[src/hw/cpu_ctrl_pkg.sv]
// Package: control register set offsets, field layouts, reset values and carriers
package cpu_ctrl_pkg;
    // APB register map (byte addresses)
    localparam logic [7:0] ADDR_STATUS_WORD   = 8'h00;
    localparam logic [7:0] ADDR_COND_FLAGS    = 8'h04;
    localparam logic [7:0] ADDR_CODE_PAGE     = 8'h08;
    localparam logic [7:0] ADDR_DATA_PAGE     = 8'h0c;
    localparam logic [7:0] ADDR_EXT_PAGE      = 8'h10;
    localparam logic [7:0] ADDR_STACK_PAGE    = 8'h14;
    localparam logic [7:0] ADDR_SHORT_BASE    = 8'h18;
    localparam logic [7:0] ADDR_PROG_COUNTER  = 8'h1c;
    localparam logic [7:0] ADDR_MODE_CTRL     = 8'h20;

    // Status word and mode control fields
    localparam int TRACE_BIT     = 15;
    localparam int MASK_LSB      = 8;
    localparam int MASK_MSB      = 10;
    localparam int FLAG_NEG      = 3;
    localparam int FLAG_ZERO     = 2;
    localparam int FLAG_OVF      = 1;
    localparam int FLAG_CARRY    = 0;
    localparam int MODE_MAX_BIT  = 0;

    localparam logic [2:0]  MASK_RESET   = 3'h7;
    localparam logic [2:0]  MASK_ALL     = 3'h7;
    localparam logic [3:0]  LEVEL_NMI    = 4'h8;
    localparam logic [3:0]  FLAGS_RESET  = 4'h0;
    localparam logic [3:0]  FLAGS_WMASK  = 4'hf;
    localparam logic [7:0]  PAGE_ZERO    = 8'h00;
    localparam logic [7:0]  PAGE_RESET   = 8'h00;
    localparam logic [15:0] PC_RESET     = 16'h0000;

    // Address source select from the execution datapath
    typedef enum logic [2:0] {
        SRC_FETCH   = 3'h0,
        SRC_GREG    = 3'h1,
        SRC_ABS16   = 3'h2,
        SRC_ABS8    = 3'h3,
        SRC_STACK   = 3'h4
    } addr_src_e;

    // Flag update request from the ALU
    typedef struct packed {
        logic        update;
        logic [15:0] result;
        logic        word;
        logic        overflow;
        logic        carry;
        logic        carry_keep;
    } flag_update_s;

    // Address generation request
    typedef struct packed {
        addr_src_e   src;
        logic [2:0]  greg;
        logic [15:0] offset;
    } addr_req_s;

    // Interrupt request to the acceptance logic
    typedef struct packed {
        logic       valid;
        logic [3:0] level;
    } irq_req_s;
endpackage

[src/hw/cpu_control_register_set.sv]
// CPU control register set: status word, page registers, base register, address forming
// How it works
// - Maskable interrupt accepted only when its level exceeds the three-bit mask.
// - Accepting level 1..7 loads that level into mask; NMI loads all ones.
// - Condition byte bits 7..4 ignore writes and read as zero.
// - Negative flag holds the sign bit of the updating result.
// - Zero flag is one on zero result, otherwise zero.
// - Overflow flag is one on arithmetic overflow, otherwise zero.
// - Carry flag set on carry or borrow, else cleared or kept.
// - Page registers affect addresses only in maximum mode.
// - Code page above program counter forms the fetch address; both saved and restored.
// - Data page supplies upper byte for registers 0..3 and word absolute.
// - Data page changes only through the load-control-register instruction or an APB write to its register.
// - Extended page supplies upper byte for registers 4 and 5.
// - Stack page supplies upper byte for registers 6, 7 and stack accesses.
// - Short absolute address is base byte over instruction byte, in page 0.
// - General, base and data, extended, stack pages need no reset value.
// - Reset loads program counter (and code page in max mode) from vector; mask all ones.
// - Mask sits in status bits 10..8; reset sets it to seven.
// - NMI counts as level 8, accepted at any mask.
// - Status bit 15 enables trace, raising trace after every instruction; reset clears.
// - Low status byte is accessible alone as the condition byte.
//
// Decided for this implementation: the placing of the registers and the APB slave port.
module cpu_control_register_set (
    input  wire logic                       pclk,
    input  wire logic                       presetn,
    // APB slave
    input  wire logic                       psel,
    input  wire logic                       penable,
    input  wire logic                       pwrite,
    input  wire logic [7:0]                 paddr,
    input  wire logic [31:0]                pwdata,
    input  wire logic [3:0]                 pstrb,
    output logic      [31:0]                prdata,
    output logic                            pready,
    output logic                            pslverr,
    // Mode pin and reset vector
    input  wire logic                       mode_max_pin,
    input  wire logic [15:0]                vector_pc,
    input  wire logic [7:0]                 vector_cp,
    // Execution datapath
    input  wire cpu_ctrl_pkg::flag_update_s flag_upd,
    input  wire logic                       ldc_data_page,
    input  wire logic [7:0]                 ldc_value,
    input  wire logic                       pc_load,
    input  wire logic [15:0]                pc_value,
    input  wire logic                       cp_load,
    input  wire logic [7:0]                 cp_value,
    input  wire logic                       insn_done,
    input  wire cpu_ctrl_pkg::addr_req_s    addr_req,
    input  wire logic [15:0]                greg_value,
    // Interrupt acceptance, trace, address and mode outputs
    input  wire cpu_ctrl_pkg::irq_req_s     irq,
    output logic                            irq_accept,
    output logic                            trace_req,
    output logic [23:0]                     fetch_addr,
    output logic [23:0]                     operand_addr,
    output logic [2:0]                      interrupt_mask,
    output logic                            mode_max
);
    // Mode strap through two flops; captured once after reset release
    logic       mode_sync1;
    logic       mode_sync2;
    logic       mode_captured;

    // No reset on the strap flops: they keep tracking the pin through reset, so
    // the vector load two edges after release sees a settled strap, not a cleared one
    always_ff @(posedge pclk) begin
        mode_sync1 <= mode_max_pin;
        mode_sync2 <= mode_sync1;
    end

    // Strap state machine: hold in capture until the synchroniser has settled
    typedef enum logic [2:0] {
        ST_SETTLE  = 3'b001,
        ST_VECTOR  = 3'b010,
        ST_RUN     = 3'b100
    } boot_e;
    boot_e boot_state;
    boot_e next_boot_state;

    always_comb begin
        case (boot_state)
            ST_SETTLE: next_boot_state = ST_VECTOR;
            ST_VECTOR: next_boot_state = ST_RUN;
            ST_RUN:    next_boot_state = ST_RUN;
            default:   next_boot_state = ST_SETTLE;
        endcase
    end

    always_ff @(posedge pclk or negedge presetn) begin
        if (!presetn) boot_state <= ST_SETTLE;
        else          boot_state <= next_boot_state;
    end

    wire vector_load = (boot_state == ST_VECTOR);

    always_ff @(posedge pclk or negedge presetn) begin
        if (!presetn)         mode_captured <= 1'b0;
        else if (vector_load) mode_captured <= mode_sync2;
    end

    // Registers
    logic        trace_en;
    logic [2:0]  mask;
    logic [3:0]  flags;
    logic [15:0] program_counter;
    logic [7:0]  code_page;
    logic [7:0]  data_page;
    logic [7:0]  extended_page;
    logic [7:0]  stack_page;
    logic [7:0]  short_address_base;

    // APB decode
    // A write lands only at the edge where the master samples pready high
    wire        apb_write  = psel && penable && pwrite && pready;
    wire        apb_read   = psel && penable && !pwrite;
    wire        hit_sw     = (paddr == cpu_ctrl_pkg::ADDR_STATUS_WORD);
    wire        hit_cf     = (paddr == cpu_ctrl_pkg::ADDR_COND_FLAGS);
    wire        hit_cp     = (paddr == cpu_ctrl_pkg::ADDR_CODE_PAGE);
    wire        hit_dp     = (paddr == cpu_ctrl_pkg::ADDR_DATA_PAGE);
    wire        hit_ep     = (paddr == cpu_ctrl_pkg::ADDR_EXT_PAGE);
    wire        hit_tp     = (paddr == cpu_ctrl_pkg::ADDR_STACK_PAGE);
    wire        hit_br     = (paddr == cpu_ctrl_pkg::ADDR_SHORT_BASE);
    wire        hit_pc     = (paddr == cpu_ctrl_pkg::ADDR_PROG_COUNTER);
    wire        hit_mode   = (paddr == cpu_ctrl_pkg::ADDR_MODE_CTRL);
    wire        hit_any    = hit_sw | hit_cf | hit_cp | hit_dp | hit_ep | hit_tp |
                             hit_br | hit_pc | hit_mode;
    wire        wr_lo      = apb_write && pstrb[0];
    wire        wr_hi      = apb_write && pstrb[1];

    // Interrupt acceptance
    wire        is_nmi     = (irq.level == cpu_ctrl_pkg::LEVEL_NMI);
    wire        level_ok   = irq.level[3] ? is_nmi : (irq.level[2:0] > mask);
    wire        accept     = irq.valid && (is_nmi || (level_ok && irq.level != 4'h0));
    wire [2:0]  accept_mask = is_nmi ? cpu_ctrl_pkg::MASK_ALL : irq.level[2:0];

    // Flag computation
    wire        res_msb    = flag_upd.word ? flag_upd.result[15] : flag_upd.result[7];
    wire        res_zero   = flag_upd.word ? (flag_upd.result == 16'h0000)
                                           : (flag_upd.result[7:0] == 8'h00);
    logic [3:0] next_flags;
    always_comb begin
        next_flags = flags;
        if (flag_upd.update) begin
            next_flags[cpu_ctrl_pkg::FLAG_NEG]  = res_msb;
            next_flags[cpu_ctrl_pkg::FLAG_ZERO] = res_zero;
            next_flags[cpu_ctrl_pkg::FLAG_OVF]  = flag_upd.overflow;
            if (flag_upd.carry || !flag_upd.carry_keep)
                next_flags[cpu_ctrl_pkg::FLAG_CARRY] = flag_upd.carry;
        end
        if (wr_lo && (hit_cf || hit_sw))
            next_flags = pwdata[3:0] & cpu_ctrl_pkg::FLAGS_WMASK;
    end

    // Status word: trace bit, mask, flags
    always_ff @(posedge pclk or negedge presetn) begin
        if (!presetn) begin
            trace_en <= 1'b0;
            mask     <= cpu_ctrl_pkg::MASK_RESET;
            flags    <= cpu_ctrl_pkg::FLAGS_RESET;
        end else begin
            flags <= next_flags;
            if (accept)
                mask <= accept_mask;
            else if (wr_hi && hit_sw)
                mask <= pwdata[cpu_ctrl_pkg::MASK_MSB:cpu_ctrl_pkg::MASK_LSB];
            if (wr_hi && hit_sw)
                trace_en <= pwdata[cpu_ctrl_pkg::TRACE_BIT];
        end
    end

    // Program counter and code page: vector load at reset, then datapath or bus
    always_ff @(posedge pclk or negedge presetn) begin
        if (!presetn) begin
            program_counter <= cpu_ctrl_pkg::PC_RESET;
            code_page       <= cpu_ctrl_pkg::PAGE_RESET;
        end else if (vector_load) begin
            program_counter <= vector_pc;
            if (mode_sync2)
                code_page <= vector_cp;
        end else begin
            if (pc_load)
                program_counter <= pc_value;
            else if (apb_write && hit_pc)
                program_counter <= pwdata[15:0];
            if (cp_load)
                code_page <= cp_value;
            else if (wr_lo && hit_cp)
                code_page <= pwdata[7:0];
        end
    end

    // Page and base registers: no reset value needed, cleared for determinism
    always_ff @(posedge pclk or negedge presetn) begin
        if (!presetn) begin
            data_page          <= cpu_ctrl_pkg::PAGE_RESET;
            extended_page      <= cpu_ctrl_pkg::PAGE_RESET;
            stack_page         <= cpu_ctrl_pkg::PAGE_RESET;
            short_address_base <= cpu_ctrl_pkg::PAGE_RESET;
        end else begin
            if (ldc_data_page)
                data_page <= ldc_value;
            else if (wr_lo && hit_dp)
                data_page <= pwdata[7:0];
            if (wr_lo && hit_ep)
                extended_page <= pwdata[7:0];
            if (wr_lo && hit_tp)
                stack_page <= pwdata[7:0];
            if (wr_lo && hit_br)
                short_address_base <= pwdata[7:0];
        end
    end

    // Address generation
    function automatic logic [7:0] greg_page(input logic [2:0] r,
                                             input logic [7:0] dp,
                                             input logic [7:0] ep,
                                             input logic [7:0] tp);
        if (r[2] == 1'b0)   greg_page = dp;
        else if (!r[1])     greg_page = ep;
        else                greg_page = tp;
    endfunction

    logic [7:0]  op_page;
    logic [15:0] op_low;
    always_comb begin
        op_page = cpu_ctrl_pkg::PAGE_ZERO;
        op_low  = addr_req.offset;
        case (addr_req.src)
            cpu_ctrl_pkg::SRC_GREG:  begin
                op_page = greg_page(addr_req.greg, data_page, extended_page, stack_page);
                op_low  = greg_value;
            end
            cpu_ctrl_pkg::SRC_ABS16: op_page = data_page;
            cpu_ctrl_pkg::SRC_ABS8:  begin
                op_page = cpu_ctrl_pkg::PAGE_ZERO;
                op_low  = {short_address_base, addr_req.offset[7:0]};
            end
            cpu_ctrl_pkg::SRC_STACK: begin
                op_page = stack_page;
                op_low  = greg_value;
            end
            default: begin
                op_page = code_page;
                op_low  = program_counter;
            end
        endcase
        if (!mode_captured)
            op_page = cpu_ctrl_pkg::PAGE_ZERO;
    end

    wire [7:0] fetch_page = mode_captured ? code_page : cpu_ctrl_pkg::PAGE_ZERO;

    // Read mux
    logic [31:0] rd_mux;
    always_comb begin
        rd_mux = 32'h0000_0000;
        case (1'b1)
            hit_sw:   rd_mux = {16'h0000, trace_en, 4'h0, mask, 4'h0, flags};
            hit_cf:   rd_mux = {28'h0000000, flags};
            hit_cp:   rd_mux = {24'h000000, code_page};
            hit_dp:   rd_mux = {24'h000000, data_page};
            hit_ep:   rd_mux = {24'h000000, extended_page};
            hit_tp:   rd_mux = {24'h000000, stack_page};
            hit_br:   rd_mux = {24'h000000, short_address_base};
            hit_pc:   rd_mux = {16'h0000, program_counter};
            hit_mode: rd_mux = {31'h00000000, mode_captured};
            default:  rd_mux = 32'h0000_0000;
        endcase
    end

    // Registered outputs
    always_ff @(posedge pclk or negedge presetn) begin
        if (!presetn) begin
            prdata         <= 32'h0000_0000;
            pready         <= 1'b0;
            pslverr        <= 1'b0;
            irq_accept     <= 1'b0;
            trace_req      <= 1'b0;
            fetch_addr     <= 24'h000000;
            operand_addr   <= 24'h000000;
            interrupt_mask <= cpu_ctrl_pkg::MASK_RESET;
            mode_max       <= 1'b0;
        end else begin
            // One wait state: pready rises the cycle after penable
            pready         <= psel && penable && !pready;
            pslverr        <= psel && penable && !pready && !hit_any;
            prdata         <= (apb_read && !pready) ? rd_mux : prdata;
            irq_accept     <= accept;
            trace_req      <= trace_en && insn_done;
            fetch_addr     <= {fetch_page, program_counter};
            operand_addr   <= {op_page, op_low};
            interrupt_mask <= mask;
            mode_max       <= mode_captured;
        end
    end
endmodule // cpu_control_register_set

[config.mk]
export PLATFORM = sky130hd
export DESIGN_NAME = cpu_control_register_set
export DESIGN_NICKNAME = d
export VERILOG_FILES = /design/src/hw/cpu_ctrl_pkg.sv /design/src/hw/cpu_control_register_set.sv
export SDC_FILE = /design/constraint.sdc
export NUM_CORES = 1
export LEC_CHECK = 0
export BUFFER_PORTS_ARGS = -buffer_cell sky130_fd_sc_hd__buf_2
export CAP_MARGIN = 0
export CELL_PAD_IN_SITES_DETAIL_PLACEMENT = 1
export CELL_PAD_IN_SITES_GLOBAL_PLACEMENT = 2
export CORE_MARGIN = 2
export CORE_UTILIZATION = 27
export CTS_CLUSTER_SIZE = 16
export DETAILED_ROUTE_END_ITERATION = 8
export GPL_ROUTABILITY_DRIVEN = 0
export GPL_TIMING_DRIVEN = 1
export PLACE_DENSITY = 0.73
export SLEW_MARGIN = 15
export SYNTH_ARGS = -nofsm -noshare
export SYNTH_HDL_FRONTEND = slang
export SYNTH_SLANG_ARGS = --single-unit
[constraint.sdc]
create_clock -name pclk -period 1.9 [get_ports pclk]
set_clock_uncertainty 0.1 [all_clocks]
set_input_delay 0.095 -clock pclk [delete_from_list [all_inputs] [get_ports pclk]]
set_output_delay 0.095 -clock pclk [all_outputs]
set_load 0.01 [all_outputs]
== Yosys cells after proc, flatten, opt, wreduce, memory -nomap -nowiden ==
Index checks and enable logic that the tools add are counted.
Storage, ports and cells
  register bits: 158
  bits of input ports: 174
  output and inout port bits: 88
  word-level logic and storage cells: 124
Operators by class
  $lt $le $gt $ge: 1
  equal/unequal tests: 17
  mux-type cells: 34
  bitwise operators: 8
  reductions and logical operators: 41
Operator list (number)
  $mux 16: 11
  $mux 8: 10
  $pmux 16 s3: 1
  $eq 8x5->1 const B: 4
  $pmux 8 s4: 1
  $logic_and 1x1->1: 20
  $eq 8x4->1 const B: 2
  $logic_not 16->1: 1
  $logic_not 8->1: 2
  $eq 3x2->1 const B: 3
  $mux 3: 3
  $eq 8x3->1 const B: 1
  $eq 8x6->1 const B: 1
  $mux 4: 2
  $or 1x1->1: 8
  $reduce_bool 2->1: 4
  $eq 3x1->1 const B: 2
  $eq 3x3->1 const B: 2
  $pmux 3 s2: 1
  $reduce_bool 3->1: 2
  $mux 1: 5
  $eq 4x4->1 const B: 1
  $logic_not 1->1: 4
  $reduce_and 2->1: 2
  5 further kinds: 8

== Longest topological paths before layout ==
Gate-level depths: netlist (run 1).
  depth after elaboration: 11
  gate-level depth with buffers: 7
  depth with buffers taken out: 6

== Worst setup path before layout (run 1) ==
Ideal clock, no wire load.
  kind: register to register
  from: register mask[2]
  to: register mask[0]
  library setup time: 0.075 ns
  arrival time: 1.802 ns
  required time: 1.725 ns
  setup slack: -0.077 ns
  cell stages (with the launch flop): 7
  buffers on the path: 0
  clock period less this slack: 1.977 ns
  path through: dfstp_2 inv_1 ha_1 a31oi_1 a21oi_1 a211oi_1 mux2i_1
Between the ends
  longest elaborated chain between the ends: 6
  elaborated cells on any way between the ends: 7
  those cells by class: order compare: 1; mux: 2; reduce/logical: 4
RTL lines
  from (decl): line cpu_control_register_set.sv:106  | logic [2:0] mask;
  from (signal assigned): line cpu_control_register_set.sv:161  | mask <= cpu_ctrl_pkg::MASK_RESET;
  from (signal assigned): line cpu_control_register_set.sv:166  | mask <= accept_mask;
  from (signal assigned): line cpu_control_register_set.sv:168  | mask <= pwdata[cpu_ctrl_pkg::MASK_MSB:cpu_ctrl_pkg::MASK_LSB];
  $gt 3x3->1 (*): line cpu_control_register_set.sv:135  | wire level_ok = irq.level[3] ? is_nmi : (irq.level[2:0] > mask);
  $mux 1 (*): line cpu_control_register_set.sv:135
  $logic_and 1x1->1 (*): line cpu_control_register_set.sv:136  | wire accept = irq.valid && (is_nmi || (level_ok && irq.level != 4'h0));
  $logic_or 1x1->1 (*): line cpu_control_register_set.sv:136
  $logic_and 1x1->1 (*): line cpu_control_register_set.sv:136
  named net accept: line cpu_control_register_set.sv:136
  $mux 3 or $reduce_bool 2->1 (tied branches)
Mark *: on every way through the listed nets, which the timed path passes. The rest lies on a longest branch.
A chain may end at the register's enable or synchronous reset.

== Worst setup path after layout (run 1) ==
  from: register mask[1]
  to: register mask[0]
The elaborated chain is that of the path after synthesis.

==> results by group, run 1 <==
Drt
  – Antenna-violating nets left: 0
  – Final WL: 28.2 mm
  – Iter 0 DRT Violations: ~370
  – DR DRC count: 0
  – Vias per cell: 4.92
  – DR WL/cell: approximately 20 um
  – Detailed Routing Iterations Pass 1: 5
  – Via count: roughly 7000

Synthesis
  – EDFF count, synth: 0
  – Share of the synthesized area in the top cell type: between 40% and 50%
  – Synth async-reset ratio: 98.6%
  – Register bit total from synthesis: 142
  – Most frequent cell after synthesis: dfrtp_1
  – Top cells by count, synth: dfrtp_1 (133), mux2i_1 (66), nand2_1 (52)
  – Synth Cell Area: 0.00736 mm2
  – Synth Instances: 693
  – Avg Cell Area, Syn: roughly 11 um2
  – Synth cell types: 70
  – Yosys top cell by area: dfrtp_1
  – Synth area leaders: dfrtp_1 (45%), mux2i_1 (9.0%), mux2_2 (6.6%)
  – Synth Flop Type: dfrtp_1
  – Seq/Total Area, Yosys: 48.3%
  – Synth Warn #: 0

Clock network
  – CTS root buf: clkbuf_16
  – Clock Latency Late Sink: 0.42 ns
  – Clk slew on worst S/H paths: 0.07 ns
  – CTS H-tree lvls: 4
  – CTS Buffer Depth: 2
  – Total CTS buffers: 17
  – CTS tree: done
  – Sink Count: 142

Critical path
  – CP max-delay cell: dfstp_2
  – Critical path class: flop to flop
  – Critical path arrival: 2.11 ns
  – Slowest cell delay on critical path: 0.54 ns
  – Critical Path Fanout Max: 4
  – Reg2reg setup slack: 0.03 ns
  – Critical Path End Type: flop
  – FF-to-FF End: mask[0]
  – Crit path launch type: flop
  – Worst R2R Start: mask[1]
  – WP data required: roughly 2.1 ns
  – FF-to-FF path depth: 7
  – Cell Chain, Critical Path: inv_1 -> ha_4 -> nor2b_2 -> o21ai_1 -> a211oi_2 -> buf_4 -> mux2i_1

Power
  – Clock Power Share: approximately two fifths
  – Switching Share: 28.6%
  – PwrDens: roughly 810 mW/mm2
  – Gate power share: 20.0%
  – P_sw: 2.56 mW
  – P_int: 6.39 mW
  – Register share of total power: 40.2%
  – Lkg Pwr: 5.31 nW
  – VDD IR max: 586 uV

STA
  – Final period util: 98.5%
  – Final max-slew violation count: 0
  – Worst-Margin Slew: slightly below 0.8 ns
  – Setup TNS Final: 0 ns
  – Relative slew slack: between 40% and 50%
  – Final Setup Violations: 0
  – Hold_ws: 0.00406 ns
  – Fmax: 535 MHz
  – Final Hold Vio Count: 0
  – Min cycle time layout: 1.87 ns

Status
  – Run status: finished clean

Global route
  – GR Overflow Total: 0
  – First-pass GRT wire length: 42.9 mm
  – Vias in the first global route: roughly 7400
  – Pin count of the biggest net entering global routing: 44
  – Initial antenna violation count: 5
  – All-Layer GR Usage: 19.7%

Cells and area
  – Nets: 1237
  – Non-Filler Instances: 1418
  – Utilization after layout: 40.9%
  – Finished Cell Area: ~0.011 mm2
  – Synthesis-to-finish area growth: 49.6%
  – Share of post-route cells with drive strength above 1: a little over a third

Placed design
  – Total placed instance area: ~0.009 mm2
  – Port bufs: 226
  – Placed Instances: 1256
  – Dpl hpwl: 20.4 mm

Floorplan
  – Initial Utilization: 27.4%
  – Full die area: between 0.02 and 0.03 mm2
  – DIE WIDTH: 169 um
  – # IOs: 262
  – Row count: 60
  – Core ar.: 0.0269 mm2
  – Die Span Y: 169 um

Hold path
  – Hold Crit Class: input pin to flop
  – WHS Path Cells: 5
  – Critical hold path startpoint: pwdata[14]
  – Hold EP: program_counter[14]

Run
  – Max-cap viol count: 0
## placed cells by master, fill, tap and decap left out, types with 5 or more instances in the layout
cell type	Yosys	final
o21ai_0	35	34
mux2i_1	66	66
o22ai_1	6	6
a221o_1	8	8
dfstp_2	7	7
a22o_1	8	8
a21oi_1	47	46
nor3_1	5	5
buf_2	7	225
and2_1	12	13
a21o_1	9	9
inv_1	28	28
dfrtp_1	133	133
nor2_1	42	41
mux2_2	43	43
buf_4	16	36
clkbuf_16	0	17
o221ai_1	11	11
nand2_1	52	52
a22oi_1	21	21
conb_1	1	16
dlygate4sd3_1	0	124
nand3_1	11	11
a222oi_1	8	8
## state kept, by name (all words and copies together), names as in the netlist, 4 cells and up
register / count
program_counter: 16
code_page: 8
operand_addr: 24
short_address_base: 8
fetch_addr: 24
prdata: 16
extended_page: 8
stack_page: 8
flags: 4
data_page: 8
## stage by stage
stage               power (mW)  worst slack, ns
floorplan                 4.30          0.00515
finish                    8.95           0.0291
CTS                       8.92           0.0262
detailed placement        5.06          -0.0132
global route              9.38          -0.0397
global placement          5.02           0.0496
## worst max-delay path by stage
stage,cells after the start,slack (ns),end,startpoint
2_1_floorplan,5,0.005,stack_page[0],pready
3_3_place_gp,4,0.05,stack_page[7],pready
3_5_place_dp,7,-0.01,mask[0],mask[2]
4_1_cts,7,0.03,mask[0],mask[1]
5_1_grt,7,-0.04,mask[0],mask[1]
6_report,7,0.03,mask[0],mask[1]
## layer usage
layer | up-vias | wire (um) | GRT usage (%)
li1 | 3269 | - | -
met1 | 3471 | 12700 | 25.6
met2 | 201 | 13700 | 33.6
met3 | 27 | 1400 | 4.44
met4 | 2 | 380 | 4.27
met5 | - | 11 | 0
## timing repair
action	4_1_cts	5_1_grt
hold endpoints to repair	209	0
hold buffers	124	0
gates resized for setup	1	13
setup buffers	2	0
pin swaps	3	1
setup endpoints to repair	3	33
## logic make-up after synthesis
| group | synth area share, % |
|---|---|
| AOI/OAI and AO/OA | 16.5 |
| other | 0.0510 |
| DFF | 48.3 |
| xor gates and xnor gates | 0.357 |
| buffers and inverters | 5.48 |
| and+or+nand+nor | 12.9 |
| adders and majority gates | 0.510 |
| muxes | 15.9 |
## cell type report
class,instances,area [um2]
antenna,4,10.0
clock buffer,18,439
clock inverter,14,183
fill,3059,15900
inverter,28,105
multi-input combinational,481,3560
sequential,142,3550
tap,341,427
timing repair buffer,390,2730
## power groups by stage
stage,combinational [mW],clock [mW],sequential (mW)
after global routing,1.97,3.78,3.63
after CTS,1.69,3.64,3.59
after floorplan,0.637,0,3.67
final,1.79,3.56,3.60
after global placement,1.36,0,3.65
after detailed placement,1.40,0,3.66
## critical path, delay by kind of cell, from the launching register on
kind | cells | cell delay [ns]
flip-flops | 1 | 0.54
adder cells (fa/ha/maj) | 1 | 0.28
AO/OA/AOI/OAI | 2 | 0.27
buffers and inverters | 2 | 0.23
multiplexers | 1 | 0.23
AND/OR/NAND/NOR | 1 | 0.14
(Power assumes the default switching activity.)
==> run 2, diff against run 1 <==
--- a/config.mk
+++ b/config.mk
@@ -10,12 +10,13 @@
 export CELL_PAD_IN_SITES_DETAIL_PLACEMENT = 1
 export CELL_PAD_IN_SITES_GLOBAL_PLACEMENT = 2
 export CORE_MARGIN = 2
-export CORE_UTILIZATION = 27
+export CORE_UTILIZATION = 30
+export CTS_BUF_LIST = sky130_fd_sc_hd__clkbuf_16
 export CTS_CLUSTER_SIZE = 16
 export DETAILED_ROUTE_END_ITERATION = 8
 export GPL_ROUTABILITY_DRIVEN = 0
 export GPL_TIMING_DRIVEN = 1
-export PLACE_DENSITY = 0.73
+export PLACE_DENSITY = 0.77
 export SLEW_MARGIN = 15
 export SYNTH_ARGS = -nofsm -noshare
 export SYNTH_HDL_FRONTEND = slang
==> constraint.sdc (replaced) <==
create_clock -name pclk -period 2.3 [get_ports pclk]
set_clock_uncertainty 0.1 [all_clocks]
set_input_delay 0.115 -clock pclk [delete_from_list [all_inputs] [get_ports pclk]]
set_output_delay 0.115 -clock pclk [all_outputs]
set_load 0.01 [all_outputs]
==> run 2 against run 1 <==
  * Flip-flop and latch count unchanged
  * Largest power group unchanged
  * Sequential share of layout area grew 1.4 points
  * Sequential power down 17%
  * Largest cell class is now flip-flops and latches
  * Register-to-register slack better by 0.11 ns
  * Die area is 9.8% lower
  * Global-route usage increased by 1.5 points
  * First-iteration DRC count increased by 9.0%
  * Critical endpoint is now operand_addr[6]
  * Wire length is 3.8% lower
  * Design area decreased by 4.0%
==> results by group, run 2 (synthesized netlist as in run 1, its figures left out) <==
Power
  – P_sw: 2.05 mW
  – Clock Power Share: 39.5%
  – P_int: ~5 mW
  – VDD IR max: 271 uV
  – Switching Share: 28.9%
  – Gate power share: between 10% and 20%
  – Register share of total power: 42.0%
  – Lkg Pwr: 5.15 nW
  – Pwr Total: 7.10 mW
  – PwrDens: 672 mW/mm2

Placed design
  – Placed Instances: roughly 1200
  – Port bufs: 226
  – DP Worst Slack: 0.325 ns
  – Total placed instance area: 0.00886 mm2
  – Dpl hpwl: 19.5 mm

Clock network
  – Clk slew on worst S/H paths: roughly 0.070 ns
  – Clock Latency Late Sink: 0.43 ns
  – Total CTS buffers: 17
  – CTS Buffer Depth: 2
  – Sink Count: about 140
  – Post-CTS setup buffers: 0
  – CTS tree: done
  – CTS H-tree lvls: 4
  – CTS root buf: clkbuf_16

Floorplan
  – DIE WIDTH: ~160 um
  – # IOs: 262
  – Full die area: 0.0258 mm2
  – Row count: 57
  – Die Span Y: 161 um
  – Core ar.: around 0.024 mm2
  – Initial Utilization: 30.4%

Critical path
  – Crit path launch type: input pin
  – Most frequent cell on the critical path: dlygate4sd3_1
  – Cell Chain, Critical Path: clkbuf_4 -> mux2_2 -> a222oi_1 -> dlygate4sd3_1 -> nand2_1 -> dlygate4sd3_1
  – CP max-delay cell: dlygate4sd3_1
  – Critical path arrival: 2.42 ns
  – Critical path's top delay family: buffers and inverters
  – CP bufs+invs: 3
  – Slowest cell delay on critical path: 0.61 ns
  – Critical Path End Type: flop
  – Critical Path Fanout Max: 26
  – Critical path class: input pin to flop
  – WP data required: 2.51 ns

Global route
  – Initial antenna violation count: 2
  – Vias in the first global route: ~7200
  – GR Overflow Total: 0
  – Pin count of the biggest net entering global routing: 56
  – All-Layer GR Usage: 21.2%
  – First-pass GRT wire length: 42.0 mm

Drt
  – Final WL: 27.1 mm
  – Iter 0 DRT Violations: 398
  – Vias per cell: 4.93
  – Via count: a little under 7000
  – Detailed Routing Iterations Pass 1: 6
  – DR DRC count: 0
  – Antenna-violating nets left: 0
  – DR WL/cell: roughly 20 um

Cells and area
  – FILL cells: 2746
  – Nets: 1207
  – Share of post-route cells with drive strength above 1: ~34%
  – Synthesis-to-finish area growth: 43.5%
  – Largest registers: fetch_addr (24), operand_addr (24)
  – Most frequent cells in the layout: buf_2 (224), dfrtp_1 (133), dlygate4sd3_1 (110)
  – Non-Filler Instances: 1369
  – Utilization after layout: 43.7%
  – Most common cell after layout, fill and taps aside: buf_2
  – Finished Cell Area: 0.0106 mm2

Status
  – Run status: finished clean

STA
  – Fmax: between 400 and 500 MHz
  – Setup TNS Final: 0 ns
  – Final Hold Vio Count: 0
  – Unrepaired setup endpoints after global routing: false
  – Min cycle time layout: 2.21 ns
  – Final period util: a little over nine tenths
  – Final max-slew violation count: 0
  – Hold_ws: 0.0147 ns
  – Post-route setup slack: 0.0936 ns
  – Worst-Margin Slew: 0.827 ns
  – Relative slew slack: 44.5%
  – Final Setup Violations: 0

Run
  – Max-cap viol count: 0

Hold path
  – Hold Crit Class: input pin to flop
==> run 2: cell types whose count changed in the layout (fill, tap and decap cells not counted), moves of 2 or more <==
cell,previous run,this run
buf_12,4,1
diode_2,4,2
nor2b_2,2,0
dlygate4sd3_1,124,110
ha_4,3,0
nor2b_1,1,3
buf_4,36,23
ha_1,0,3
==> run 2: worst min-delay path, cell delays in order <==
cell     delay (ns)
buf_2          0.08
mux2i_1        0.06
nor2_1         0.08
a21oi_1        0.05
mux2i_1        0.12
==> run 2: area by class of cell <==
| cell class | instances | area [um2] | area share, % |
|---|---|---|---|
| Multi-Input combinational cell | 481 | 3470 | 32.9 |
| Antenna cell | 2 | 5.00 | 0.0474 |
| Tap cell | 324 | 405 | 3.84 |
| Clock inverter | 15 | 161 | 1.53 |
| Inverter | 28 | 105 | 0.995 |
| Timing Repair Buffer | 360 | 2430 | 23.0 |
| Clock buffer | 17 | 425 | 4.03 |
| Sequential cell | 142 | 3550 | 33.6 |
==> run 2: routing by layer <==
layer | vias up | part of all wire, % | global-route usage [%]
met4 | 0 | 0.97 | 4.95
met1 | 3323 | 45 | 28.1
met3 | 19 | 5.6 | 4.62
met2 | 216 | 49 | 35.6
met5 | - | 0 | 0
li1 | 3191 | - | -
==> run 2: power by group through the flow <==
| stage | Sequential (mW) | Clock (mW) | Combinational [mW] |
|---|---|---|---|
| after CTS | 2.98 | 2.84 | 1.31 |
| after global placement | 3.01 | 0 | 1.10 |
| after detailed placement | 3.02 | 0 | 1.11 |
| final | 2.98 | 2.80 | 1.32 |
| after floorplan | 3.03 | 0 | 0.521 |
| after global routing | 3.01 | 2.95 | 1.45 |
==> run 2: worst paths after layout <==
check                                   start  depth (start not counted)  slack (ns)                  to
max                              addr_req[21]                          6        0.09     operand_addr[6]
min                               pc_value[5]                          5        0.01  program_counter[5]
max reg2reg                program_counter[6]                          4        0.14     operand_addr[6]
min reg2reg                        mode_sync1                          0        0.23          mode_sync2
max in group asynchronous             presetn                          3        1.17       fetch_addr[7]
min in group asynchronous             presetn                          2        0.11       fetch_addr[0]
==> run 2: repair_timing <==
item,4_1_cts,5_1_grt
endpoints found under the hold margin,124,0
hold buffers,110,0
endpoints found under the setup margin,0,8
resized for setup,0,2
==> run 3, diff against run 2 <==
==> constraint.sdc (replaced) <==
create_clock -name pclk -period 2.3 [get_ports pclk]
set_clock_uncertainty 0.1 [all_clocks]
set_input_delay 0.46 -clock pclk [delete_from_list [all_inputs] [get_ports pclk]]
set_output_delay 0.46 -clock pclk [all_outputs]
set_load 0.01 [all_outputs]
==> run 3 against run 2 <==
  * Final cell count shrank 7.5%
  * Sequential share of layout area rose by 3.5 points
  * Design area down 9.5%
  * Combinational power is 15% lower
  * Fmax is 7.8% higher
  * Die area did not move
  * Count of clock-buffer cells in the layout unchanged
  * Sequential power is essentially flat
  * Power is 2.5% lower
  * Global-route usage is 1.2 points lower
  * Flip-flop and latch count is the same
  * First-iteration DRC count fell by 5.8%
  * Critical endpoint is now stack_page[2]
==> results by group, run 3 (synthesized netlist as in run 1, its figures left out) <==
Status
  – Run status: finished clean

Global route
  – Met2 Resource Use GR: 32.3%
  – Vias in the first global route: 6560
  – Routing usage on met1: a little over a quarter
  – Busiest grt layer: met2
  – Pin count of the biggest net entering global routing: 52
  – GR Overflow Total: 0
  – Initial antenna violation count: 4
  – GR Util met3: 4.93%
  – First-pass GRT wire length: 39.2 mm
  – All-Layer GR Usage: 20.0%

Run
  – Max-cap viol count: 0

Placed design
  – Placed Instances: roughly 1200
  – Port bufs: 226
  – DP Worst Slack: 0.110 ns
  – Dpl hpwl: 19.6 mm

Floorplan
  – Core ar.: 0.0242 mm2
  – # IOs: 262
  – Die Span Y: approximately 160 um
  – Row count: 57
  – DIE WIDTH: 161 um
  – Full die area: 0.0258 mm2
  – Initial Utilization: 30.4%

Power
  – Lkg Pwr: 4.76 nW
  – VDD IR max: approximately 440 uV
  – Pwr Total: 6.92 mW
  – PwrDens: 724 mW/mm2

STA
  – Min cycle time layout: 2.05 ns
  – Post-route setup slack: ~0.25 ns
  – Final max-slew violation count: 0
  – Final Hold Vio Count: 0
  – Setup TNS Final: 0 ns
  – Worst-Margin Slew: 0.935 ns
  – Hold_ws: between 0.03 and 0.04 ns
  – Unrepaired setup endpoints after global routing: false
  – Final Setup Violations: 0
  – Final period util: 88.9%
  – Fmax: roughly 490 MHz
  – Relative slew slack: 37.2%

Drt
  – Via count: roughly 6300
  – Detailed Routing Iterations Pass 1: 5
  – Final WL: 25.3 mm
  – Iter 0 DRT Violations: between 300 and 400
  – Antenna-violating nets left: 0
  – Vias per cell: 5.00
  – DR WL/cell: around 20 um
  – DR DRC count: 0

Hold path
  – Hold Crit Class: input pin to flop

Critical path
  – Critical path class: flop to flop
  – Critical path arrival: about 2.3 ns
  – Crit path launch type: flop
  – Critical Path Fanout Max: 8
  – Critical Path End Type: flop
  – WP data required: 2.51 ns
  – Reg2reg setup slack: between 0.2 and 0.3 ns

Clock network
  – Post-cts sizing count: 0
  – Post-CTS Hold Fix Bufs: 1
  – Clock Latency Late Sink: 0.43 ns
  – CTS root buf: clkbuf_16
  – Post-CTS setup buffers: 0
  – CTS Buffer Depth: 2
  – Total CTS buffers: 17
  – CTS tree: done
  – Sink Count: approximately 140
  – CTS H-tree lvls: 4
  – Clk slew on worst S/H paths: 0.06 ns

Cells and area
  – Synthesis-to-finish area growth: 29.8%
  – Most frequent cells in the layout: buf_2 (225), dfrtp_1 (133), mux2i_1 (66)
  – Largest registers: fetch_addr (24), operand_addr (24)
  – Non-Filler Instances: 1266
  – Share of post-route cells with drive strength above 1: 37.7%
  – Nets: between 1000 and 1500
  – Most common cell after layout, fill and taps aside: buf_2
[run 3: changes by cell type in the layout (fill, tap and decap cells not counted)]
cell	previous run	this run
and2_0	1	2
and2_1	13	12
buf_12	1	4
buf_2	224	225
buf_4	23	25
bufinv_16	2	3
clkbuf_4	1	0
clkinv_4	4	1
diode_2	2	3
dlygate4sd3_1	110	1
inv_1	28	30
inv_6	3	4
inv_8	1	0
[run 3: through the flow]
stage | utilization, % | cell area, um2
after floorplan | - | 7410
after global placement | 37.0 | 8940
after detailed placement | 37.0 | 8940
after CTS | 39.5 | 9550
after global routing | 39.5 | 9550
final | 39.5 | 9550
[run 3: area by class of cell]
class                      count  area [um2]
fill                        2803       14600
sequential                   142        3550
multi-input combinational    481        3470
timing repair buffer         256        1420
clock buffer                  17         425
tap                          324         405
clock inverter                15         170
inverter                      28         105
antenna                        3        7.51
[run 3: final timing paths]
kind	start	end	cells after the start
worst max-delay path	pready	stack_page[2]	4
worst min-delay path	mode_max_pin	mode_sync1	1
worst max register to register	pready	stack_page[2]	4
worst min register to register	mode_sync1	mode_sync2	0
max in group asynchronous	presetn	interrupt_mask[1]	3
min in group asynchronous	presetn	program_counter[2]	2
[run 3: critical path, stage by stage, from the launching register on]
cell and delay, ns:
dfrtp_1 0.42, and4_1 0.36, and2_0 0.30, nand4_2 0.36, mux2_2 0.39
[run 3: power by group]
group | internal [mW] | switching, mW | leakage [nW]
Clock | 1.70 | 1.12 | 0.294
Combinational | 0.498 | 0.625 | 2.69
Sequential | 2.78 | 0.192 | 1.77
[run 3: per-layer routing]
layer | up-vias | wire length (um)
met5 | - | 0
met4 | 0 | 309
met3 | 26 | 1590
met2 | 193 | 12000
met1 | 3126 | 11500
li1 | 2983 | -
